`src/logic/mtu_map.svh`:
```
// register offsets, field positions, reset values and timing counts of the trigger unit
`ifndef MTU_MAP_SVH
`define MTU_MAP_SVH
`define MTU_OFF_CTRL     12'h000
`define MTU_OFF_THRESH   12'h004
`define MTU_OFF_DELAY    12'h008
`define MTU_OFF_TIMEOUT  12'h00c
`define MTU_OFF_GAP      12'h010
`define MTU_OFF_STATUS   12'h014
`define MTU_OFF_IRQ_STAT 12'h018
`define MTU_OFF_IRQ_MASK 12'h01c
`define MTU_OFF_STAMP    12'h020
`define MTU_CTRL_SRC_LSB 0
`define MTU_CTRL_SRC_W   3
`define MTU_CTRL_SLOPE   3
`define MTU_CTRL_REMOTE  4
`define MTU_CTRL_ARM     5
`define MTU_CTRL_MARK_LSB 8
`define MTU_CTRL_MARK_W  2
`define MTU_IRQ_START    0
`define MTU_IRQ_TRIG     1
`define MTU_IRQ_TOUT     2
`define MTU_RST_THRESH   16'h8000
`define MTU_RST_TIMEOUT  32'h05f5e100
`define MTU_RST_GAP      16'h0064
`define MTU_RST_DELAY    32'h00000000
`endif

```
`src/logic/mtu_pkg.sv`:
```
// types shared by the trigger unit files
package mtu_pkg;
    typedef enum logic [2:0] {
        MTU_SRC_FREE  = 3'h0,
        MTU_SRC_POWER = 3'h1,
        MTU_SRC_EXT_A = 3'h2,
        MTU_SRC_EXT_B = 3'h3,
        MTU_SRC_MARK  = 3'h4,
        MTU_SRC_SIG   = 3'h5
    } mtu_src_e;
    typedef enum logic [3:0] {
        MTU_ST_IDLE  = 4'b0001,
        MTU_ST_WAIT  = 4'b0010,
        MTU_ST_DELAY = 4'b0100,
        MTU_ST_RUN   = 4'b1000
    } mtu_state_e;
endpackage

```
`src/logic/mtu_qual_if.sv`:
```
// carrier between the trigger qualifier and the sequencer
`timescale 1ns/1ps
interface mtu_qual_if;
    logic        edge_sel;   // 1 = falling edge
    logic [15:0] thresh;     // power threshold
    logic [15:0] gap_len;    // minimum gap in cycles
    logic        enable;     // power source selected
    logic        event_p;    // qualified power event
    modport qual (input edge_sel, thresh, gap_len, enable, output event_p);
    modport seq  (output edge_sel, thresh, gap_len, enable, input event_p);
endinterface

```
`src/logic/mtu_power_qual.sv`:
```
// power level crossing detector with slope and minimum gap qualification
`timescale 1ns/1ps
module mtu_power_qual (
    input  wire logic        pclk,
    input  wire logic        presetn,
    input  wire logic [15:0] level,
    mtu_qual_if.qual         q
);
    import mtu_pkg::*;
    typedef struct packed {
        logic        above;   // level at or over threshold last cycle
        logic [15:0] gap_cnt; // cycles spent below threshold
        logic        gap_ok;  // gap long enough
        logic        ev;      // event pulse
    } mtu_pq_s;
    mtu_pq_s s_q, s_d;
    // ************************************************
    // crossing detection
    // ************************************************
    always_comb begin
        logic now_above;
        logic rise;
        logic fall;
        now_above = (level >= q.thresh);
        s_d       = s_q;
        rise      = !s_q.above && now_above;
        fall      = s_q.above && !now_above;
        s_d.above = now_above;
        s_d.ev    = 1'b0;
        // gap time only accrues below threshold, so sub-threshold wiggles never fire
        if (!now_above) begin
            if (s_q.gap_cnt != 16'hffff) begin
                s_d.gap_cnt = s_q.gap_cnt + 16'h0001;
            end
        end else begin
            s_d.gap_cnt = 16'h0000;
        end
        if (s_q.gap_cnt >= q.gap_len) begin
            s_d.gap_ok = 1'b1;
        end
        if (q.enable && s_q.gap_ok) begin
            if ((!q.edge_sel && rise) || (q.edge_sel && fall)) begin
                s_d.ev     = 1'b1;
                s_d.gap_ok = 1'b0;
            end
        end
    end
    // state register
    always_ff @(posedge pclk or negedge presetn) begin
        if (!presetn) begin
            s_q <= '0;
        end else begin
            s_q <= s_d;
        end
    end
    assign q.event_p = s_q.ev;
endmodule

```
`src/logic/mtu_top.sv`:
```
// measurement trigger unit: source select, delay, timeout and apb registers
// Notes on behaviour
// - free run starts acquisitions back to back
// - power source fires on threshold crossing
// - slope picks rising or falling edge of the power crossing; other sources take rising edges only
// - levels below threshold raise no event
// - either external input selectable as source
// - generator markers 0 to 3 are selectable (two-bit index)
// - signaling events aligned to downlink
// - start delayed by programmed trigger delay
// - no trigger within timeout flags timeout
// - remote mode timeout also stops measurement
// - power trigger needs minimum preceding gap
// - qualifiers ignored in free run
// - trigger instant is timing reference
`timescale 1ns/1ps
`include "mtu_map.svh"
module mtu_top #(
    parameter int MARK_N = 4
) (
    input  wire logic              pclk,
    input  wire logic              presetn,
    input  wire logic              psel,
    input  wire logic              penable,
    input  wire logic              pwrite,
    input  wire logic [11:0]       paddr,
    input  wire logic [31:0]       pwdata,
    output logic      [31:0]       prdata,
    output logic                   pready,
    output logic                   pslverr,
    input  wire logic [15:0]       power_level,
    input  wire logic              ext_trigger_in_first,
    input  wire logic              ext_trigger_in_second,
    input  wire logic [MARK_N-1:0] marker_in,
    input  wire logic              downlink_frame,
    output logic                   meas_start,
    output logic                   meas_busy,
    output logic                   trig_timeout,
    output logic                   irq
);
    import mtu_pkg::*;
    // ************************************************
    // state
    // ************************************************
    typedef struct packed {
        logic [2:0]        ext_a;    // sync chain, first ext input
        logic [2:0]        ext_b;    // sync chain, second ext input
        logic [2:0]        sig;      // sync chain, downlink frame
        logic [MARK_N-1:0] mk1;      // marker sync stage 1
        logic [MARK_N-1:0] mk2;      // marker sync stage 2
        logic [MARK_N-1:0] mk3;      // marker edge history
        logic [2:0]        src;      // selected source
        logic              slope;    // 1 = falling
        logic              remote;   // remote control mode
        logic              arm;      // measurement armed
        logic [1:0]        mark_sel; // marker index
        logic [15:0]       thresh;
        logic [31:0]       delay;
        logic [31:0]       tout;
        logic [15:0]       gap;
        mtu_state_e        st;
        logic [31:0]       dcnt;     // delay counter
        logic [31:0]       tcnt;     // timeout counter
        logic [31:0]       clk_cnt;  // free running time base
        logic [31:0]       stamp;    // last trigger instant
        logic [2:0]        irq_st;
        logic [2:0]        irq_mk;
        logic              timed_out;
        logic              start;
        logic [31:0]       rdata;
        logic              rdy;
        logic              err;
        logic              irq;
        logic              busy;     // sequencer away from idle, registered for the pin
    } mtu_s;
    mtu_s s_q, s_d;
    mtu_qual_if qif ();
    // power crossing qualifier
    mtu_power_qual u_pq (
        .pclk    (pclk),
        .presetn (presetn),
        .level   (power_level),
        .q       (qif.qual)
    );
    assign qif.edge_sel = s_q.slope;
    assign qif.thresh   = s_q.thresh;
    assign qif.gap_len  = s_q.gap;
    assign qif.enable   = (s_q.src == MTU_SRC_POWER);
    // ************************************************
    // helpers
    // ************************************************
    // rising edge of a synchronised level (stage 2 vs 3)
    function automatic logic mtu_rise(input logic [2:0] c);
        return c[1] && !c[2];
    endfunction
    // decode an apb address match
    function automatic logic mtu_hit(input logic [11:0] a, input logic [11:0] off);
        return a == off;
    endfunction
    // ************************************************
    // next state
    // ************************************************
    always_comb begin
        logic       trig;
        logic       wr;
        logic       rd;
        logic [2:0] ev;
        logic       mk_now;
        logic       mk_old;
        s_d   = s_q;
        ev    = 3'h0;
        trig   = 1'b0;
        wr     = 1'b0;
        rd     = 1'b0;
        mk_now = 1'b0;
        mk_old = 1'b0;
        // ext, marker and downlink pins pass two flops before any edge logic reads them; the power level reaches the qualifier compare unsynchronised
        s_d.ext_a = {s_q.ext_a[1:0], ext_trigger_in_first};
        s_d.ext_b = {s_q.ext_b[1:0], ext_trigger_in_second};
        s_d.sig   = {s_q.sig[1:0], downlink_frame};
        s_d.mk1   = marker_in;
        s_d.mk2   = s_q.mk1;
        s_d.mk3   = s_q.mk2;
        s_d.clk_cnt = s_q.clk_cnt + 32'h00000001;
        mk_now = s_q.mk2[s_q.mark_sel];
        mk_old = s_q.mk3[s_q.mark_sel];
        // source multiplexer
        case (s_q.src)
            MTU_SRC_POWER: trig = qif.event_p;
            MTU_SRC_EXT_A: trig = mtu_rise(s_q.ext_a);
            MTU_SRC_EXT_B: trig = mtu_rise(s_q.ext_b);
            MTU_SRC_MARK:  trig = mk_now && !mk_old;
            MTU_SRC_SIG:   trig = mtu_rise(s_q.sig);
            default:       trig = 1'b0;
        endcase
        s_d.start = 1'b0;
        // sequencer
        case (s_q.st)
            MTU_ST_IDLE: begin
                if (s_q.arm) begin
                    s_d.tcnt      = 32'h00000000;
                    s_d.timed_out = 1'b0;
                    s_d.st        = MTU_ST_WAIT;
                end
            end
            MTU_ST_WAIT: begin
                if (!s_q.arm) begin
                    s_d.st = MTU_ST_IDLE;
                end else if (s_q.src == MTU_SRC_FREE || trig) begin
                    s_d.tcnt  = 32'h00000000;
                    s_d.stamp = s_q.clk_cnt;
                    s_d.dcnt  = s_q.delay;
                    s_d.st    = MTU_ST_DELAY;
                    if (s_q.src != MTU_SRC_FREE) begin
                        ev[`MTU_IRQ_TRIG] = 1'b1;
                    end
                end else if (s_q.tout != 32'h00000000 &&
                             s_q.tcnt >= s_q.tout - 32'h00000001) begin
                    s_d.timed_out     = 1'b1;
                    ev[`MTU_IRQ_TOUT] = 1'b1;
                    s_d.tcnt          = 32'h00000000;
                    if (s_q.remote) begin
                        s_d.arm = 1'b0;
                        s_d.st  = MTU_ST_IDLE;
                    end
                end else begin
                    s_d.tcnt = s_q.tcnt + 32'h00000001;
                end
            end
            MTU_ST_DELAY: begin
                if (s_q.dcnt == 32'h00000000) begin
                    s_d.start          = 1'b1;
                    ev[`MTU_IRQ_START] = 1'b1;
                    s_d.st             = MTU_ST_RUN;
                end else begin
                    s_d.dcnt = s_q.dcnt - 32'h00000001;
                end
            end
            MTU_ST_RUN: begin
                // back to waiting at once: free run restarts at the fastest rate
                s_d.st = s_q.arm ? MTU_ST_WAIT : MTU_ST_IDLE;
            end
            default: s_d.st = MTU_ST_IDLE;
        endcase
        // ************************************************
        // apb slave, access phase with one wait state
        // ************************************************
        wr      = psel && penable && pwrite && !s_q.rdy;
        rd      = psel && penable && !pwrite && !s_q.rdy;
        s_d.rdy = psel && penable && !s_q.rdy;
        s_d.err = 1'b0;
        if (wr) begin
            if (mtu_hit(paddr, `MTU_OFF_CTRL)) begin
                s_d.src      = pwdata[`MTU_CTRL_SRC_LSB +: `MTU_CTRL_SRC_W];
                s_d.slope    = pwdata[`MTU_CTRL_SLOPE];
                s_d.remote   = pwdata[`MTU_CTRL_REMOTE];
                s_d.arm      = pwdata[`MTU_CTRL_ARM];
                s_d.mark_sel = pwdata[`MTU_CTRL_MARK_LSB +: `MTU_CTRL_MARK_W];
            end else if (mtu_hit(paddr, `MTU_OFF_THRESH)) begin
                s_d.thresh = pwdata[15:0];
            end else if (mtu_hit(paddr, `MTU_OFF_DELAY)) begin
                s_d.delay = pwdata;
            end else if (mtu_hit(paddr, `MTU_OFF_TIMEOUT)) begin
                s_d.tout = pwdata;
            end else if (mtu_hit(paddr, `MTU_OFF_GAP)) begin
                s_d.gap = pwdata[15:0];
            end else if (mtu_hit(paddr, `MTU_OFF_IRQ_STAT)) begin
                s_d.irq_st = s_q.irq_st & ~pwdata[2:0];
            end else if (mtu_hit(paddr, `MTU_OFF_IRQ_MASK)) begin
                s_d.irq_mk = pwdata[2:0];
            end else if (!mtu_hit(paddr, `MTU_OFF_STATUS) &&
                         !mtu_hit(paddr, `MTU_OFF_STAMP)) begin
                s_d.err = 1'b1;                               // unmapped address
            end
        end
        s_d.rdata = 32'h00000000;
        if (rd) begin
            case (paddr)
                `MTU_OFF_CTRL:     s_d.rdata = {22'h000000, s_q.mark_sel, 2'h0,
                                                s_q.arm, s_q.remote, s_q.slope, s_q.src};
                `MTU_OFF_THRESH:   s_d.rdata = {16'h0000, s_q.thresh};
                `MTU_OFF_DELAY:    s_d.rdata = s_q.delay;
                `MTU_OFF_TIMEOUT:  s_d.rdata = s_q.tout;
                `MTU_OFF_GAP:      s_d.rdata = {16'h0000, s_q.gap};
                `MTU_OFF_STATUS:   s_d.rdata = {26'h0000000, s_q.timed_out, s_q.arm, s_q.st};
                `MTU_OFF_IRQ_STAT: s_d.rdata = {29'h00000000, s_q.irq_st};
                `MTU_OFF_IRQ_MASK: s_d.rdata = {29'h00000000, s_q.irq_mk};
                `MTU_OFF_STAMP:    s_d.rdata = s_q.stamp;
                default:           s_d.err   = 1'b1;
            endcase
        end
        // new events set after the clear so the set wins
        s_d.irq_st = s_d.irq_st | ev;
        s_d.irq    = |(s_d.irq_st & s_d.irq_mk);
        // taken from the next state so the flop tracks the state with no lag
        s_d.busy   = (s_d.st != MTU_ST_IDLE);
    end
    // ************************************************
    // registers
    // ************************************************
    always_ff @(posedge pclk or negedge presetn) begin
        if (!presetn) begin
            s_q        <= '0;
            s_q.st     <= MTU_ST_IDLE;
            s_q.thresh <= `MTU_RST_THRESH;
            s_q.tout   <= `MTU_RST_TIMEOUT;
            s_q.gap    <= `MTU_RST_GAP;
            s_q.delay  <= `MTU_RST_DELAY;
        end else begin
            s_q <= s_d;
        end
    end
    assign prdata       = s_q.rdata;
    assign pready       = s_q.rdy;
    assign pslverr      = s_q.err;
    assign meas_start   = s_q.start;
    assign meas_busy    = s_q.busy;
    assign trig_timeout = s_q.timed_out;
    assign irq          = s_q.irq;
endmodule

```
`config.mk`:
```
export PLATFORM = sky130hd
export DESIGN_NAME = mtu_top
export DESIGN_NICKNAME = d
export VERILOG_FILES = /design/src/logic/mtu_pkg.sv /design/src/logic/mtu_qual_if.sv /design/src/logic/mtu_power_qual.sv /design/src/logic/mtu_top.sv
export VERILOG_INCLUDE_DIRS = /design/src /design/src/logic
export SDC_FILE = /design/constraint.sdc
export NUM_CORES = 1
export LEC_CHECK = 0
export BUFFER_PORTS_ARGS = -buffer_cell sky130_fd_sc_hd__buf_2
export CORE_UTILIZATION = 45
export CTS_BUF_LIST = sky130_fd_sc_hd__clkbuf_4 sky130_fd_sc_hd__clkbuf_8
export CTS_CLUSTER_DIAMETER = 80
export CTS_CLUSTER_SIZE = 20
export DETAILED_ROUTE_END_ITERATION = 8
export GPL_TIMING_DRIVEN = 0
export PLACE_DENSITY = 0.65
export SLEW_MARGIN = 20
export SYNTH_ARGS = -nofsm -noshare
export SYNTH_HDL_FRONTEND = slang
export SYNTH_SLANG_ARGS = --single-unit
```
`constraint.sdc`:
```
create_clock -name pclk -period 12 [get_ports pclk]
set_input_delay 0 -clock pclk [delete_from_list [all_inputs] [get_ports pclk]]
set_output_delay 0 -clock pclk [all_outputs]
set_load 0.1 [all_outputs]
```
======== Word-level counts from Yosys, hierarchy flattened ========
Index checks and enable logic that the tools add are counted.
storage, ports and cells
  bits in registers ....................... 320
  logic and storage cells ................. 200
  output and inout port bits .............. 38
cells by class
  reduce and logical (&&, ||, !) cells .... 49
  equal/unequal tests ..................... 25
  add/subtract/negate cells ............... 5
  bitwise logic cells ..................... 8
  mux-type cells .......................... 76
  magnitude comparators ................... 4
operators by type and width
  cell                                                                   count
  32-bit case mux with 9 select lines                                    1
  32-bit 2-to-1 mux                                                      8
  32-bit case mux with 2 select lines                                    2
  99-bit 2-to-1 mux                                                      1
  96-bit 2-to-1 mux                                                      1
  16-bit 2-to-1 mux                                                      5
  80-bit 2-to-1 mux                                                      1
  32-bit by 1-bit adder with 32-bit output (second input constant)       2
  64-bit 2-to-1 mux                                                      1
  32-bit by 1-bit subtractor with 32-bit output (second input constant)  2
  12-bit by 5-bit == test with 1-bit output (second input constant)      4
  48-bit 2-to-1 mux                                                      1
  6-bit 2-to-1 mux                                                       6
  16-bit greater-or-equal comparator                                     2
  32-bit greater-or-equal comparator                                     1
  32-bit logical NOT                                                     1
  32-bit nonzero test                                                    1
  1-bit 2-to-1 mux                                                       29
  12-bit by 4-bit == test with 1-bit output (second input constant)      2
  4-bit 2-to-1 mux                                                       6
  1-bit logical AND                                                      17
  16-bit by 1-bit adder with 16-bit output (second input constant)       1
  16-bit != test (second input constant)                                 1
  4-bit case mux with 4 select lines                                     1
  34 further kinds                                                       70

======== Longest topological paths before layout ========
Gate-level depths: netlist of the first run.
  word-level depth ........................ 14
  depth in mapped cells ................... 16
  depth with buffers taken out ............ 16

======== By module ========
A second synthesis of the first run with hierarchy kept.
second synthesis, totals
  cell total of the unflattened synthesis .. 1602
  area total of the unflattened synthesis .. 16448.3 um^2
modules (own cells, without submodules)
  module          times used  seq. area each (um^2)  area each (um^2)  cells each
  mtu_top         1           7553.5                 14730.4           1411
  mtu_power_qual  1           475.5                  1717.9            191

======== Worst setup path before layout of the first run ========
Ideal clock, no wire load.
  path kind ............................... reg-to-reg
  from .................................... reg s_q[194] (netlist name)
  to ...................................... reg s_q[120] (netlist name)
  library setup time ...................... 0.122 ns
  path slack .............................. 7.861 ns
  stages on the path, launching flop included .. 16
  data arrival time ....................... 4.017 ns
  cells stage by stage .................... dfrtp_1 nor4_1 nand4_1 nor2_1 nand2_1 or3_1 nor4_2 xnor2_1 ha_1 nand4_1 nor4_1 nand2_1 a211o_1 a31oi_1 buf_2 nor2_1
on the way
  word-level cells in the longest chain between the ends .. 7
  elaborated cells between the ends (all ways) .. 8
ends and longest elaborated chain
  element                                        RTL line        RTL
  start: declaration                             mtu_top.sv:76   mtu_s s_q, s_d;
  32-bit by 1-bit subtractor with 32-bit output  mtu_top.sv:158  s_q.tcnt >= s_q.tout - 32'h00000001) begin
  32-bit greater-or-equal comparator             mtu_top.sv:158
  1-bit logical AND (*)                          mtu_top.sv:157  end else if (s_q.tout != 32'h00000000 &&
  32-bit 2-to-1 mux (*)                          mtu_top.sv:157
  32-bit 2-to-1 mux (*)                          mtu_top.sv:149  end else if (s_q.src == MTU_SRC_FREE || trig) begin
  64-bit 2-to-1 mux (*)                          mtu_top.sv:147  if (!s_q.arm) begin
  32-bit case mux with 2 select lines (*)        mtu_top.sv:138  case (s_q.st)
Mark *: on every way between the ends. The rest lies on a longest branch, timed or not. The select of a mux whose other input is x is not followed.
A chain may end at the register's enable or synchronous reset.

======== Worst setup path in the final report of the first run ========
  from .................................... reg s_q[194] (netlist name)
  to ...................................... reg s_q[125] (netlist name)
The elaborated chain is that of the path after synthesis.

==> metrics.txt, run 1 <==
Slew Viols, Final 0; top post-synthesis cells by count sky130_fd_sc_hd__dfrtp_1, sky130_fd_sc_hd__nor2_1, sky130_fd_sc_hd__mux2_2; number of antenna violations at the first check in global routing 0; global placement routability congestion 0.879; number of hold-slack violations in the final timing report 0; Hold Crit Start marker_in[0]; total number of H-tree levels 1; Synth Area in Compound Gates a little over a tenth; post-route ant nets 0; dominant combinational cell family by area after synthesis simple AND/OR/NAND/NOR gates; met3 wirelength from detailed routing 2200 um; Synth Net Count ~1700; share of final-layout standard cells stronger than drive strength 1 22.9%; Ant. Diodes 0; wire length of the first global-routing pass 67300 um; data arrival at the endpoint of the critical path 5.72 ns; total non-filler cell area in the finished layout 18500 um^2; final net count 1834; global-route usage over all layers 23.5%; cell types occupying the most area after synthesis sky130_fd_sc_hd__dfrtp_1, sky130_fd_sc_hd__mux2_2, sky130_fd_sc_hd__ha_1; R2R Setup Slk around 6.8 ns; P per Cell Area 95.4 nW/um^2; RSZ-0062 raised after global routing false; detailed-routed wire length on met2 20100 um; Total Wirelength 42500 um; setup_tns 0 ns; worst hold path cell count 2; count of cells resized by post-cts repair 0; total power 1.76 mW; area share of the leading cell type in the synthesized netlist a little under half; category of the most critical setup path reg -> reg; TritonCTS clock tree done; part of the total power dissipated in the clock network 33.8%; startpoint of the worst register-to-register path s_q[194]; number of buffers added for setup after CTS 0; outcome finished with violations; most frequent cell after synthesis sky130_fd_sc_hd__dfrtp_1; Main synth FF type sky130_fd_sc_hd__dfrtp_1; xor/xnor cell area share of the yosys netlist under 10%; mean instance size in the synthesized netlist 10.8 um^2; clock transition at the registers of the reported paths around 0.12 ns; DRC marker count from the first detailed-route iteration 918; power share of the combinational group 4.5%; total standard cell area after synthesis 16300 um^2; count of cells along the worst register-to-register path 15; synthesized-area fraction occupied by and/or/nand/nor cells 14.7%; worst path cell trace nor4_1, nand4_1, nor2_1, nand2_1, or3_1, nor4_2, xnor2_1, ha_1, nand4_1, nor4_1, nand2_1, a211o_1, a31oi_1, buf_2, nor2_1; residual DRC count 10; setup-violating endpoint count in the final report 0; vias per inst about 5.7; Routed WL per cell 19.6 um; crit-path max cell delay 0.72 ns; CTS max path bufs 3; Core Region 35700 um^2; global route overflow 0; hold crit path type in -> reg; number of buffers created by CTS 22; number of global-route vias before repair 12100; IO Pins 110; reg2reg end s_q[125]; Warnings, synthesis 0; number of search-and-repair iterations in the first detailed-routing pass 8; Sw Share 24.3%; worst-case headroom to the max-slew limit 33.0%; Top Metal Used met4; Synth Area in Adders 5.37%; VDD IR max 0.0723 mV; number of synthesized register bits 320; violated checks design-rule violations; post-synthesis mux area share 10.1%; routed vias 12400; starting density of the core between 40 and 50%; Req. time, crit path 12.49 ns; leakage component of the power around 8.6 nW; startpoint class of the critical path flip-flop; largest net degree at the start of global routing 101; sequential cell area fraction in the yosys report 49.2%; Worst Max-Slew Pin Slew 1.00 ns; sinks on the clock net 320; capture endpoint of the worst hold path s_d[284]; synth unique cells 87; Synth area leader sky130_fd_sc_hd__dfrtp_1; count of flip-flops with a built-in enable after synthesis 0; Peak Freq 191 MHz; Horiz. Die Dim roughly 190 um; hpwl dp 31200 um; clock latency of the later-clocked register in the worst-skew pair 0.61 ns; number of maximum-capacitance violations 0; Die Span Y 192 um; critical path fanouts, max 10; share of flip-flops with an asynchronous set or reset after synthesis 100%; Mapped Cells 1511; NetSw between 0.4 and 0.5 mW; internal power summed over all cells between 1 and 1.5 mW; Root Driver sky130_fd_sc_hd__clkbuf_8; final critical-path required period 5.24 ns; DIE AREA 37000 um^2; number of input and output port buffers inserted 106; worst clock skew 0.0382 ns; Area after DPL roughly 18000 um^2; slowest CP cell sky130_fd_sc_hd__nor4_1; Tcrit/Tclk final between 40% and 50%; Core Rows 69; kind of capture point of the worst setup path flip-flop; met1 WL 19200 um; Area Growth Syn to Fin 13.1%; proportion of power drawn by flip-flops and latches 61.7%
==> worst max path at each step <==
| stage | slack [ns] | start | cells past startpoint | end |
|---|---|---|---|---|
| 4_1_cts | 6.71 | s_q[194] | 15 | s_q[126] |
| 2_1_floorplan | 7.86 | s_q[194] | 15 | s_q[120] |
| 6_report | 6.76 | s_q[194] | 15 | s_q[125] |
| 5_1_grt | 6.18 | s_q[200] | 16 | s_q[126] |
| 3_5_place_dp | 6.73 | s_q[194] | 15 | s_q[123] |
| 3_3_place_gp | 4.82 | presetn | 1 | s_q[86] |
==> final cells by class <==
cell class	instances	area (um^2)
multi-input cells	1046	7590
plain buffers	94	510
clock inverters	6	70.1
well taps	461	577
repair buffers	157	1100
flip-flops and latches	320	8030
inverters	51	194
fillers	3140	17200
clock buffers	32	384
==> kinds of logic after synthesis <==
group | Yosys count
buf+inv | 145
compound gates | 268
flops | 320
mux | 144
fa+ha+maj | 70
simple gates | 464
xor+xnor | 100
==> critical path: cells and delay by family, from the launching register on <==
kind                     cells  cell delay, ns
AND/OR/NAND/NOR             10            2.84
XOR/XNOR                     1            0.11
buffers and inverters        1            0.35
flip-flops                   1            0.47
AO/OA/AOI/OAI                2            1.06
adder cells (fa/ha/maj)      1            0.30
==> metrics by stage <==
stage | instances | worst slack, ns | hold WS, ns | utilization, %
floorplan | 1511 | 7.86 | -0.296 | -
global placement | 2078 | 4.82 | 0.109 | 48.9
detailed placement | 2082 | 6.73 | 0.0495 | 49.2
CTS | 2167 | 6.71 | 0.00249 | 51.8
global route | 2167 | 6.18 | 0.0293 | 51.8
finish | 2167 | 6.76 | 0.0358 | 51.8
==> placed cells by master, fill, tap and decap left out, drive strengths merged, types with 24 or more instances in the layout <==
cell type	count
ha	70
xnor2	52
buf	162
nor2	144
clkbuf	74
mux2	140
nand2	96
o21ai	76
inv	56
dfrtp	303
nand4	28
a22oi	24
nand3	47
nor3	32
xor2	48
a222oi	32
a21oi	70
dlygate4sd3	47
==> power groups by stage <==
stage	Sequential, mW	Clock [mW]	Combinational, mW
detailed placement	1.11	0	0.0681
finish	1.09	0.595	0.0784
floorplan	1.11	0	0.0170
global placement	1.11	0	0.0633
global route	1.09	0.644	0.0881
CTS	1.09	0.610	0.0801
==> what timing repair did <==
action	CTS	global route
endpoints found under the hold margin	269	0
endpoints found under the setup margin	0	0
hold buffers	47	0
==> metal layers <==
metal	track usage [%]	vias up
met2	38.8	323
met4	6.09	0
met3	2.84	57
met1	32.7	6206
met5	0	-
li1	-	5775
==> flip-flops by register name, indices dropped and copies added, names as in the netlist, 14 cells and up <==
name	cells
s_d	14
s_q	216
u_pq.s_q	18
qif.thresh	16
prdata	32
qif.gap_len	16
Note: power is estimated with default switching activity, not from simulation.
==> inputs of run 2 (changes only) <==
Clock period 12 ns to 5.15 ns, I/O delays scaled along.
==> run 2 against run 1 <==
The run still ends with design-rule violations left; power is 130% higher; fmax grew 12%; clock power is 130% higher; global-route usage about the same; via count is essentially flat; register-to-register slack lost 6.3 ns; critical endpoint unchanged; largest cell class unchanged.
==> metrics.txt, run 2 (synthesized netlist as in run 1, its figures left out) <==
number of maximum-capacitance violations 0 (unchanged); global route overflow 0 (unchanged); Root Driver sky130_fd_sc_hd__clkbuf_8; crit-path max cell delay 0.53 ns (-0.19 ns); Tcrit/Tclk final 91.0% (+47 points); worst path cell trace clkbuf_1, nor4_2, nand4_1, nor2_1, nand2_1, or3_1, nor4_2, xnor2_1, ha_1, nand4_1, nor4_1, nand2_1, a211o_1, a31oi_4, buf_2, nor2_1; Area Growth Syn to Fin 13.3%; TritonCTS clock tree done; Buffers & Inverters on Critical Path 2 (+1); clock latency of the later-clocked register in the worst-skew pair 0.61 ns (about the same); kind of capture point of the worst setup path flip-flop; leakage component of the power 8.58 nW (about the same); final net count 1834 (unchanged); violated checks design-rule violations; largest net degree at the start of global routing 101 (unchanged); hold crit path type in -> reg; CTS max path bufs 3 (unchanged); sinks on the clock net 320 (unchanged); starting density of the core 45.8% (unchanged); vias per inst 5.70 (about the same); Routed WL per cell 19.6 um (about the same); post-route ant nets 0 (unchanged); Sw Share 24.4% (+0.069 points); proportion of power drawn by flip-flops and latches 61.7% (about the same); category of the most critical setup path reg -> reg; Horiz. Die Dim 192 um (unchanged); number of antenna violations at the first check in global routing 0 (unchanged); Worst Max-Slew Pin Slew 1.04 ns (+0.0369 ns); number of flip-flops under the largest register name 216 (unchanged); total number of H-tree levels 1 (unchanged); startpoint class of the critical path flip-flop; IO Pins 110 (unchanged); commonest non-fill, non-tap cell in the layout sky130_fd_sc_hd__dfrtp_1; DIE AREA 37000 um^2 (unchanged); outcome finished with violations; final critical-path required period 4.68 ns (-0.552 ns); share of final-layout standard cells stronger than drive strength 1 23.1% (+0.18 points); largest register by flop count s_q; DRC marker count from the first detailed-route iteration 899 (-2.1%); number of buffers added for setup after CTS 0 (unchanged); internal power summed over all cells 3.10 mW (+130%); Peak Freq 213 MHz (+12%); setup-violating endpoint count in the final report 0 (unchanged); total power 4.10 mW (+130%); global-route usage over all layers 23.5% (about the same); power share of the combinational group 4.5% (about the same); worst clock skew 0.0379 ns (-0.000264 ns); global placement routability congestion 0.879 (unchanged); residual DRC count 10 (unchanged); P per Cell Area 222 nW/um^2 (+130%); number of hold-slack violations in the final timing report 0 (unchanged); VDD IR max 0.167 mV (+130%); clock transition at the registers of the reported paths 0.13 ns (about the same); slowest CP cell sky130_fd_sc_hd__nor4_1; RSZ-0062 raised after global routing false; worst-case headroom to the max-slew limit 30.6% (-2.5 points); wire length of the first global-routing pass 67300 um (about the same); critical path fanouts, max 10 (unchanged); part of the total power dissipated in the clock network 33.9% (about the same); number of search-and-repair iterations in the first detailed-routing pass 8 (unchanged); most frequent cells in the layout sky130_fd_sc_hd__dfrtp_1, sky130_fd_sc_hd__nor2_1, sky130_fd_sc_hd__mux2_2; Total Wirelength 42500 um (about the same); number of global-route vias before repair 12100 (+0.17%); number of buffers created by CTS 22 (unchanged); data arrival at the endpoint of the critical path 5.17 ns (-0.55 ns); Worst path top cell family by delay simple AND/OR/NAND/NOR gates; NetSw 1.00 mW (+130%); Req. time, crit path 5.64 ns (-6.85 ns); hpwl dp 31200 um (unchanged); Core Rows 69 (unchanged); routed vias 12400 (-0.032%); Die Span Y 192 um (unchanged); Ant. Diodes 0 (unchanged); Slew Viols, Final 0 (unchanged); setup_tns 0 ns (unchanged); number of input and output port buffers inserted 106 (unchanged); Core Region 35700 um^2 (unchanged)
## run 2: cell count changes in the layout (fill, tap and decap cells not counted)
cell,change
sky130_fd_sc_hd__a31oi_4,+1
sky130_fd_sc_hd__nor4_1,-2
sky130_fd_sc_hd__nor4_2,+2
sky130_fd_sc_hd__a31oi_1,-1
## run 2: power by group through the flow
stage          sequential (mW)  combinational, mW  clock, mW
6_report                  2.53              0.183       1.39
5_1_grt                   2.53              0.205       1.50
4_1_cts                   2.53              0.187       1.42
3_5_place_dp              2.58              0.159          0
3_3_place_gp              2.58              0.147          0
2_1_floorplan             2.58             0.0395          0
## run 2: per-layer routing
| layer | wire (um) | track usage (%) | part of all wire, % |
|---|---|---|---|
| met3 | 2220 | 2.89 | 5.2 |
| met5 | 0 | 0 | 0 |
| met1 | 19200 | 32.7 | 45 |
| met2 | 20000 | 38.8 | 47 |
| met4 | 971 | 6.09 | 2.3 |
## run 2: metrics by stage
| step | hold slack (ns) | instances | utilization [%] | setup WS (ns) | cell area, um^2 |
|---|---|---|---|---|---|
| 6_report | 0.0364 | 2167 | 51.8 | 0.466 | 18500 |
| 5_1_grt | 0.0293 | 2167 | 51.8 | 0.115 | 18500 |
| 4_1_cts | 0.00249 | 2167 | 51.8 | 0.138 | 18500 |
| 3_5_place_dp | 0.0495 | 2082 | 49.2 | -0.118 | 17500 |
| 3_3_place_gp | 0.109 | 2078 | 48.9 | -2.03 | 17400 |
| 2_1_floorplan | -0.296 | 1511 | - | 1.01 | 16300 |
## run 2: layout make-up
class / instances / area, um^2
inverters: 51 / 194
fillers: 3137 / 17200
clock inverters: 6 / 70.1
clock buffers: 32 / 384
plain buffers: 94 / 510
multi-input cells: 1046 / 7620
well taps: 461 / 577
flip-flops and latches: 320 / 8030
repair buffers: 157 / 1100
## run 2: path summary, 6_finish.rpt
| path | to | slack [ns] | cells after the start | startpoint |
|---|---|---|---|---|
| setup / recovery | s_q[125] | 0.47 | 16 | s_q[200] |
| hold / removal | s_d[284] | 0.04 | 2 | marker_in[0] |
| setup reg to reg | s_q[125] | 0.47 | 16 | s_q[200] |
| hold reg to reg | s_d[281] | 0.36 | 0 | s_d[285] |
| max in group asynchronous | s_q[134] | 3.32 | 4 | presetn |
| min in group asynchronous | s_q[118] | 0.47 | 3 | presetn |
## run 2: repair_timing
action | CTS | global route
hold endpoints to repair | 269 | 0
gates cloned | 0 | 0
setup endpoints to repair | 20 | 24
gates resized for setup | 1 | 3
hold buffers | 47 | 0
## run 2: worst reg2reg max path, stage by stage, from the launching register on
cell	delay, ns
sky130_fd_sc_hd__dfstp_2	0.38
sky130_fd_sc_hd__clkbuf_1	0.19
sky130_fd_sc_hd__nor4_2	0.46
sky130_fd_sc_hd__nand4_1	0.22
sky130_fd_sc_hd__nor2_1	0.24
sky130_fd_sc_hd__nand2_1	0.15
sky130_fd_sc_hd__or3_1	0.45
sky130_fd_sc_hd__nor4_2	0.19
sky130_fd_sc_hd__xnor2_1	0.11
sky130_fd_sc_hd__ha_1	0.30
sky130_fd_sc_hd__nand4_1	0.15
sky130_fd_sc_hd__nor4_1	0.53
sky130_fd_sc_hd__nand2_1	0.13
sky130_fd_sc_hd__a211o_1	0.37
sky130_fd_sc_hd__a31oi_4	0.33
sky130_fd_sc_hd__buf_2	0.29
sky130_fd_sc_hd__nor2_1	0.07
